**config.mk**
```make
export PLATFORM = sky130hd
export DESIGN_NAME = gsc_cmd
export DESIGN_NICKNAME = d
export VERILOG_FILES = /design/src/gsc_pkg.sv /design/src/gsc_cmd.sv /design/src/gsc_crc8.sv
export SDC_FILE = /design/constraint.sdc
export NUM_CORES = 1
export LEC_CHECK = 0
export ABC_AREA = 1
export ABC_CLOCK_PERIOD_IN_PS = 2640
export CAP_MARGIN = 20
export CORE_MARGIN = 3
export CORE_UTILIZATION = 33
export CTS_CLUSTER_DIAMETER = 150
export DETAILED_ROUTE_END_ITERATION = 12
export DONT_BUFFER_PORTS = 1
export PLACE_DENSITY_LB_ADDON = 0.3
export SYNTH_ARGS = -nofsm -noshare
export SYNTH_HDL_FRONTEND = slang
export SYNTH_SLANG_ARGS = --single-unit
```
**constraint.sdc**
```tcl
create_clock -name clk_in -period 2.64 [get_ports clk_in]
set_input_delay 0.132 -clock clk_in [delete_from_list [all_inputs] [get_ports clk_in]]
set_output_delay 0.132 -clock clk_in [all_outputs]
set_load 0.01 [all_outputs]
```
**src/gsc_pkg.sv**
```systemverilog
// shared constants for the sensor command interpreter
package gsc_pkg;
   // command words
   localparam logic [15:0] CMD_WAKE      = 16'h36f6;
   localparam logic [15:0] CMD_SET_INIT  = 16'h2445;
   localparam logic [15:0] CMD_GET_INIT  = 16'h2340;
   localparam logic [15:0] CMD_SET_STD   = 16'h244e;
   localparam logic [15:0] CMD_GET_STD   = 16'h234b;
   // checksum
   localparam logic [7:0]  CRC_POLY      = 8'h31;
   localparam logic [7:0]  CRC_INIT      = 8'hff;
   localparam logic [7:0]  CRC_XOR_OUT   = 8'h00;
   // reset values of the correction periods, hours
   localparam logic [15:0] INIT_PERIOD_RST = 16'h002c;
   localparam logic [15:0] STD_PERIOD_RST  = 16'h009c;
   // command durations
   localparam int          CLK_HZ        = 100_000_000;
   localparam int          WAKE_TIME_MS  = 30;
   localparam int          CMD_TIME_MS   = 1;
   localparam int          WAKE_CYCLES   = WAKE_TIME_MS * (CLK_HZ / 1000);
   localparam int          CMD_CYCLES    = CMD_TIME_MS * (CLK_HZ / 1000);
   localparam int          BUSY_W        = 22;
   // interpreter states
   typedef enum logic [2:0] {
      GSC_SLEEP,
      GSC_CMD_HI,
      GSC_CMD_LO,
      GSC_DATA,
      GSC_BUSY,
      GSC_RESP
   } gsc_state_e;
endpackage

```
**src/gsc_cmd.sv**
```systemverilog
// command interpreter: wake, correction period get/set, data checksum
// Function
// - wake word moves sleep to idle; master waits 30 ms afterward.
// - wake word is not acknowledged; master treats that as normal.
// - set-initial word then word plus checksum; stored; 1 ms wait.
// - initial correction period resets to 44 hours.
// - initial period of zero triggers an immediate correction.
// - written periods are volatile until a save command; no save command is decoded here.
// - get-initial word, 1 ms later returns period plus checksum.
// - set-standard word then word plus checksum; 1 ms wait.
// - standard correction period resets to 156 hours.
// - get-standard word, 1 ms later returns period plus checksum.
// - every data word is followed by checksum over its two bytes.
// - command words carry no checksum.
// - checksum poly 0x31, seed 0xff, no reflection, xor 0x00.
module gsc_cmd #(
   parameter int WAKE_CYC = gsc_pkg::WAKE_CYCLES,
   parameter int CMD_CYC  = gsc_pkg::CMD_CYCLES
) (
   input  wire logic        clk_in,
   input  wire logic        rst_n_in,
   input  wire logic        frame_start_in,
   input  wire logic        rx_valid_in,
   input  wire logic [7:0]  rx_byte_in,
   input  wire logic        tx_req_in,
   output logic             rx_ack_out,
   output logic             tx_valid_out,
   output logic      [7:0]  tx_byte_out,
   output logic             busy_out,
   output logic             awake_out,
   output logic      [15:0] init_period_out,
   output logic      [15:0] std_period_out,
   output logic             correct_now_out,
   output logic             crc_err_out
);
   // refuse counts that the 22-bit duration counter cannot hold
   if (WAKE_CYC < 1 || WAKE_CYC >= (1 << gsc_pkg::BUSY_W) || CMD_CYC < 1 ||
       CMD_CYC >= (1 << gsc_pkg::BUSY_W)) begin : g_bad_counts
      $error("gsc_cmd: busy counts out of range");
   end

   gsc_pkg::gsc_state_e state_r;
   logic [15:0] cmd_r;
   logic [7:0]  data_hi_r;
   logic [1:0]  dcnt_r;
   logic [1:0]  tcnt_r;
   logic [21:0] busy_r;
   logic        pend_resp_r;
   logic [15:0] resp_r;
   logic        crc_start;
   logic        crc_step_en;
   logic [7:0]  crc_byte;
   logic [7:0]  crc_val;
   logic        is_wake;
   logic [7:0]  data_lo_r;
   logic [15:0] cmd_word;
   logic        word_end;
   logic        crc_good;

   // checksum as sent: output mask applied to the running value
   function automatic logic [7:0] crc_final(input logic [7:0] c);
      return c ^ gsc_pkg::CRC_XOR_OUT;
   endfunction

   // whole command word as its low byte arrives
   assign cmd_word = {cmd_r[15:8], rx_byte_in};
   assign is_wake  = (cmd_word == gsc_pkg::CMD_WAKE);
   // last byte of a data word is its checksum
   assign word_end = (state_r == gsc_pkg::GSC_DATA) && rx_valid_in && (dcnt_r == 2'd2);
   assign crc_good = (rx_byte_in == crc_final(crc_val));

   // checksum runs over incoming data bytes, and over outgoing word bytes
   assign crc_start = frame_start_in || (state_r == gsc_pkg::GSC_CMD_LO && rx_valid_in)
                      || (state_r == gsc_pkg::GSC_BUSY && busy_r == '0);
   assign crc_step_en = (state_r == gsc_pkg::GSC_DATA && rx_valid_in && dcnt_r != 2'd2)
                      || (state_r == gsc_pkg::GSC_RESP && tx_req_in && tcnt_r != 2'd2);
   assign crc_byte = (state_r == gsc_pkg::GSC_RESP) ? tx_byte_out : rx_byte_in;

   gsc_crc8 u_crc (
      .clk_in   (clk_in),
      .rst_n_in (rst_n_in),
      .start_in (crc_start),
      .step_in  (crc_step_en),
      .byte_in  (crc_byte),
      .crc_out  (crc_val)
   );

   // sequencing: command bytes, data bytes, command duration, response
   always_ff @(posedge clk_in) begin
      if (!rst_n_in) begin
         state_r     <= gsc_pkg::GSC_SLEEP;
         cmd_r       <= 16'h0000;
         data_hi_r   <= 8'h00;
         dcnt_r      <= 2'd0;
         tcnt_r      <= 2'd0;
         busy_r      <= '0;
         pend_resp_r <= 1'b0;
         awake_out   <= 1'b0;
      end else if (frame_start_in && (state_r == gsc_pkg::GSC_CMD_LO ||
                                      state_r == gsc_pkg::GSC_DATA)) begin
         // a new frame drops a half-received command, else bytes stay misaligned
         state_r <= awake_out ? gsc_pkg::GSC_CMD_HI : gsc_pkg::GSC_SLEEP;
      end else begin
         unique case (state_r)
            gsc_pkg::GSC_SLEEP, gsc_pkg::GSC_CMD_HI: begin
               if (rx_valid_in) begin
                  cmd_r[15:8] <= rx_byte_in;
                  state_r     <= gsc_pkg::GSC_CMD_LO;
               end
            end
            gsc_pkg::GSC_CMD_LO: begin
               if (rx_valid_in) begin
                  cmd_r[7:0] <= rx_byte_in;
                  dcnt_r     <= 2'd0;
                  if (!awake_out) begin
                     // only wake is heard while asleep
                     if (is_wake) begin
                        awake_out <= 1'b1;
                        busy_r    <= gsc_pkg::BUSY_W'(WAKE_CYC - 1);
                        state_r   <= gsc_pkg::GSC_BUSY;
                     end else begin
                        state_r <= gsc_pkg::GSC_SLEEP;
                     end
                  end else if (cmd_word == gsc_pkg::CMD_SET_INIT ||
                               cmd_word == gsc_pkg::CMD_SET_STD) begin
                     state_r <= gsc_pkg::GSC_DATA;
                  end else begin
                     // no checksum follows a command word
                     pend_resp_r <= (cmd_word == gsc_pkg::CMD_GET_INIT) ||
                                    (cmd_word == gsc_pkg::CMD_GET_STD);
                     busy_r  <= gsc_pkg::BUSY_W'(CMD_CYC - 1);
                     state_r <= gsc_pkg::GSC_BUSY;
                  end
               end
            end
            gsc_pkg::GSC_DATA: begin
               if (rx_valid_in) begin
                  dcnt_r <= dcnt_r + 2'd1;
                  if (dcnt_r == 2'd0) begin
                     data_hi_r <= rx_byte_in;
                  end
                  if (dcnt_r == 2'd2) begin
                     pend_resp_r <= 1'b0;
                     busy_r      <= gsc_pkg::BUSY_W'(CMD_CYC - 1);
                     state_r     <= gsc_pkg::GSC_BUSY;
                  end
               end
            end
            gsc_pkg::GSC_BUSY: begin
               // command duration; bytes arriving now are ignored
               if (busy_r != '0) begin
                  busy_r <= busy_r - gsc_pkg::BUSY_W'(1);
               end else begin
                  tcnt_r  <= 2'd0;
                  state_r <= pend_resp_r ? gsc_pkg::GSC_RESP : gsc_pkg::GSC_CMD_HI;
               end
            end
            gsc_pkg::GSC_RESP: begin
               if (tx_req_in) begin
                  tcnt_r <= tcnt_r + 2'd1;
                  if (tcnt_r == 2'd2) begin
                     pend_resp_r <= 1'b0;
                     state_r     <= gsc_pkg::GSC_CMD_HI;
                  end
               end else if (rx_valid_in) begin
                  // master abandoned the read: new command begins
                  cmd_r[15:8] <= rx_byte_in;
                  state_r     <= gsc_pkg::GSC_CMD_LO;
               end
            end
         endcase
      end
   end

   // response word latched when the duration has elapsed
   always_ff @(posedge clk_in) begin
      if (!rst_n_in) begin
         resp_r <= 16'h0000;
      end else if (state_r == gsc_pkg::GSC_BUSY && busy_r == '0) begin
         resp_r <= (cmd_r == gsc_pkg::CMD_GET_INIT) ? init_period_out : std_period_out;
      end
   end

   // transmit byte: high, low, then checksum of those two
   always_ff @(posedge clk_in) begin
      if (!rst_n_in) begin
         tx_byte_out  <= 8'h00;
         tx_valid_out <= 1'b0;
      end else begin
         // valid drops for a cycle after each take: the checksum is shown
         // only once the low byte has been folded into it
         tx_valid_out <= (state_r == gsc_pkg::GSC_RESP) && !tx_req_in;
         unique case (tcnt_r)
            2'd0:    tx_byte_out <= resp_r[15:8];
            2'd1:    tx_byte_out <= resp_r[7:0];
            default: tx_byte_out <= crc_final(crc_val);
         endcase
         if (state_r == gsc_pkg::GSC_RESP && tx_req_in && tcnt_r == 2'd0) begin
            tx_byte_out <= resp_r[7:0];
         end
      end
   end

   // initial period, volatile: nothing in this block persists it
   always_ff @(posedge clk_in) begin
      if (!rst_n_in) begin
         init_period_out <= gsc_pkg::INIT_PERIOD_RST;
         correct_now_out <= 1'b0;
      end else begin
         correct_now_out <= 1'b0;
         if (word_end && crc_good && cmd_r == gsc_pkg::CMD_SET_INIT) begin
            init_period_out <= {data_hi_r, data_lo_r};
            correct_now_out <= ({data_hi_r, data_lo_r} == 16'h0000);
         end
      end
   end

   // standard period, volatile as well
   always_ff @(posedge clk_in) begin
      if (!rst_n_in) begin
         std_period_out <= gsc_pkg::STD_PERIOD_RST;
      end else if (word_end && crc_good && cmd_r == gsc_pkg::CMD_SET_STD) begin
         std_period_out <= {data_hi_r, data_lo_r};
      end
   end

   // verdict on the last written word; a bad one leaves the stored value alone
   always_ff @(posedge clk_in) begin
      if (!rst_n_in) begin
         crc_err_out <= 1'b0;
      end else if (word_end) begin
         crc_err_out <= !crc_good;
      end
   end

   // low data byte held until the checksum byte arrives and the word is stored
   always_ff @(posedge clk_in) begin
      if (!rst_n_in) begin
         data_lo_r <= 8'h00;
      end else if (state_r == gsc_pkg::GSC_DATA && rx_valid_in && dcnt_r == 2'd1) begin
         data_lo_r <= rx_byte_in;
      end
   end

   // acknowledge every byte except while asleep and during any command duration, wake included
   always_ff @(posedge clk_in) begin
      if (!rst_n_in) begin
         rx_ack_out <= 1'b0;
      end else begin
         rx_ack_out <= rx_valid_in && awake_out && state_r != gsc_pkg::GSC_BUSY;
      end
   end

   // busy flag mirrors the command duration
   always_ff @(posedge clk_in) begin
      if (!rst_n_in) begin
         busy_out <= 1'b0;
      end else begin
         busy_out <= (state_r == gsc_pkg::GSC_BUSY) && busy_r != '0;
      end
   end
endmodule

```
**src/gsc_crc8.sv**
```systemverilog
// one-byte step of the 8-bit data checksum, registered result
module gsc_crc8 (
   input  wire logic       clk_in,
   input  wire logic       rst_n_in,
   input  wire logic       start_in,
   input  wire logic       step_in,
   input  wire logic [7:0] byte_in,
   output logic      [7:0] crc_out
);
   // msb first, no reflection, polynomial feed per bit
   function automatic logic [7:0] crc_step(input logic [7:0] c, input logic [7:0] b);
      logic [7:0] r;
      r = c ^ b;
      for (int i = 0; i < 8; i++) begin
         r = r[7] ? ((r << 1) ^ gsc_pkg::CRC_POLY) : (r << 1);
      end
      return r;
   endfunction

   // start restores the seed, so each word is checksummed alone
   always_ff @(posedge clk_in) begin
      if (!rst_n_in || start_in) begin
         crc_out <= gsc_pkg::CRC_INIT;
      end else if (step_in) begin
         crc_out <= crc_step(crc_out, byte_in);
      end
   end
endmodule

```
==> flow_summary.json <==
{
  "p_int_mw": 3.658,
  "ant_nets": 0,
  "p_sw_mw": 1.741,
  "grt_pass1_vias": 5959,
  "grt_max_degree": 71,
  "ys_seq_area_share_pct": 38.92,
  "drv_slew": 0,
  "cts_buffers": 17,
  "max_cap_viol_count": 0,
  "fin_crit_ps": 2191,
  "drive_above_1_share_pct": 7.653,
  "antenna_found_initial": 0,
  "die-area_sq_mm": 0.02233,
  "cp-start-kind": "input pin",
  "cts_root_buf": "clkbuf_16",
  "clk_latency_ps": 430,
  "fin_skew_ps": 13.56,
  "hpwl_mm": 13.78,
  "setup_viol": 0,
  "cp_max_fo": 12,
  "drc": 0,
  "syn_inst": 967,
  "worstMarginPinSlew_ps": 674.2,
  "placementRows": 51,
  "required_ps": 2920,
  "final_cells": 1245,
  "dp.cells": 1202,
  "ios": 59,
  "grt.overflow.total": 0,
  "ys_warn_count": 0,
  "cts_num_sinks": 132,
  "initial_core_util_pct": 34.22,
  "arrival_ps": 2470,
  "vias": 6247,
  "post_cts_buffers": 0,
  "clkPwrFrac_pct": 41.6,
  "synth_top_cell_area_share_pct": 38.92,
  "layout_common_cells": "nand2_1, dfxtp_1, inv_1, a21oi_1, nor2_1",
  "rsz0062_at_grt": "false",
  "setup_ws_ps": 448.5,
  "clk_path_buf_depth": 2,
  "tns_ps": 0,
  "yosysTopAreaCell": "dfxtp_1",
  "drtIter0Drc": 411,
  "peakVddDrop_mv": 0.4658,
  "grt_usage_pct": 18.03,
  "syn_nets": 987,
  "ys.flop_type": "dfxtp_1",
  "finalNetCount": 987,
  "hold_violations": 0,
  "die_w_um": 149.4,
  "htree_num_levels": 4,
  "max_freq_ghz": 0.4563,
  "p_leak_nw": 3.126,
  "power_frac_seq_pct": 40.2,
  "die_height_um": 149.4,
  "drt_wl_total_mm": 19.47,
  "swShare_pct": 32.24,
  "dr.pass1.iters": 6,
  "holdCritPathClass": "in -> reg",
  "min_period_over_period_pct": 83.01,
  "status": "complete, no violations",
  "p_per_area_mw_per_mm2": 706.8,
  "grt_pass1_wl_mm": 31.77,
  "antennaDiodeCount": 0,
  "core_sq_mm": 0.01985,
  "syn_area_sq_mm": 0.006790,
  "gp_congestion": 0.8942,
  "synthToLayoutAreaGrowth_pct": 12.47,
  "path_clk_slew_ps": 70,
  "place_ws_ps": 445.8,
  "portBuffers": 0,
  "synth_cell_types": 44,
  "final_common_cell": "nand2_1",
  "combPwrFrac_pct": 18.2,
  "crit_path_end_kind": "flop",
  "slew_headroom_pct": 54.99,
  "synth_edf_count": 0,
  "ys_top_cells_by_area": "dfxtp_1, nand2_1, a21oi_1",
  "async_flop_share_pct": 0,
  "cts_tree": "built",
  "wl_per_cell_um": 15.64,
  "crit_type": "in -> reg",
  "synth.avg_cell_area_sq_um": 7.022,
  "synth-seq-cells": 132,
  "viasPerCell": 5.018
}
==> stage by stage <==
| step | util, % | instance area, sq um | total power [mW] | hold WS [ps] |
|---|---|---|---|---|
| 2_1_floorplan | - | 6790 | 2.990 | 301.8 |
| 3_3_place_gp | 35.06 | 6958 | 3.143 | 232.0 |
| 3_5_place_dp | 35.06 | 6958 | 3.145 | 231.5 |
| 4_1_cts | 38.48 | 7637 | 5.445 | 0.2735 |
| 5_1_grt | 38.48 | 7637 | 5.690 | 31.26 |
| 6_report | 38.48 | 7637 | 5.398 | 17.95 |
==> cells in the mapped netlist (all sizes together) (8+ instances only) <==
cell	number
xor2	26
a21oi	107
o21ai	99
nand3	75
nor2	110
a211oi	15
o22ai	8
nand2	181
buf	17
dfxtp	132
nor3	12
inv	110
clkbuf	23
nand4	15
==> metal layers <==
metal	part of all wire [%]	track usage, %
met1	44	22.99
met2	47	29.66
met3	6.7	4.755
met5	0	0
met4	2.1	6.133
==> cells by family (layout without fill, tap and decap cells) <==
group,Yosys count,count (layout),synth area share [%]
flops,132,132,38.92
buf+inv,154,167,9.821
fa+ha+maj,7,7,1.290
compound gates,240,240,19.20
simple gates,404,404,26.68
xor+xnor,30,30,4.091
==> path summary, 6_finish.rpt <==
kind	start	to	slack, ps	cells past startpoint
max	rx_byte_in[3]	busy_r[4]	450	11
min	rx_byte_in[7]	cmd_r[15]	20	2
max reg2reg	state_r[2]	busy_r[21]	450	8
min reg2reg	cmd_r[6]	cmd_r[6]	450	2
==> flip-flops by register name (all words and copies together) (netlist names), 2 cells and up <==
name	count
state_r	3
data_lo_r	8
std_period_out	16
tx_byte_out	8
data_hi_r	8
u_crc.crc_out	8
busy_r	22
init_period_out	16
resp_r	16
tcnt_r	2
cmd_r	16
dcnt_r	2
==> worst max-delay path: stages <==
cell and delay (ps):
dlygate4sd3_1 670, inv_1 230, nand3_1 100, o21ai_1 140
nand2_1 80, nor2_2 210, nand3_1 180, and3_1 320
buf_4 240, nand3_1 80, a21oi_1 70
==> power groups by stage <==
stage / clock network, mW / registers (mW) / logic (mW)
2_1_floorplan: 0 / 2.19 / 0.801
3_3_place_gp: 0 / 2.21 / 0.933
3_5_place_dp: 0 / 2.21 / 0.934
4_1_cts: 2.30 / 2.17 / 0.981
5_1_grt: 2.38 / 2.18 / 1.13
6_report: 2.25 / 2.17 / 0.985
==> final cells by class <==
class                      count  area [sq um]
timing repair buffer          21         202.7
tap                          265         331.6
clock inverter                14         122.6
multi-input combinational    681          3481
clock buffer                  18         429.2
inverter                     114         427.9
sequential                   132          2643
fill                        2093         12210
==> timing repair <==
action                                  CTS  global route
gates resized for setup                   0             0
endpoints found under the setup margin    0             0
hold buffers                             11             0
hold endpoints to repair                 73             0
(Power assumes the default switching activity.)
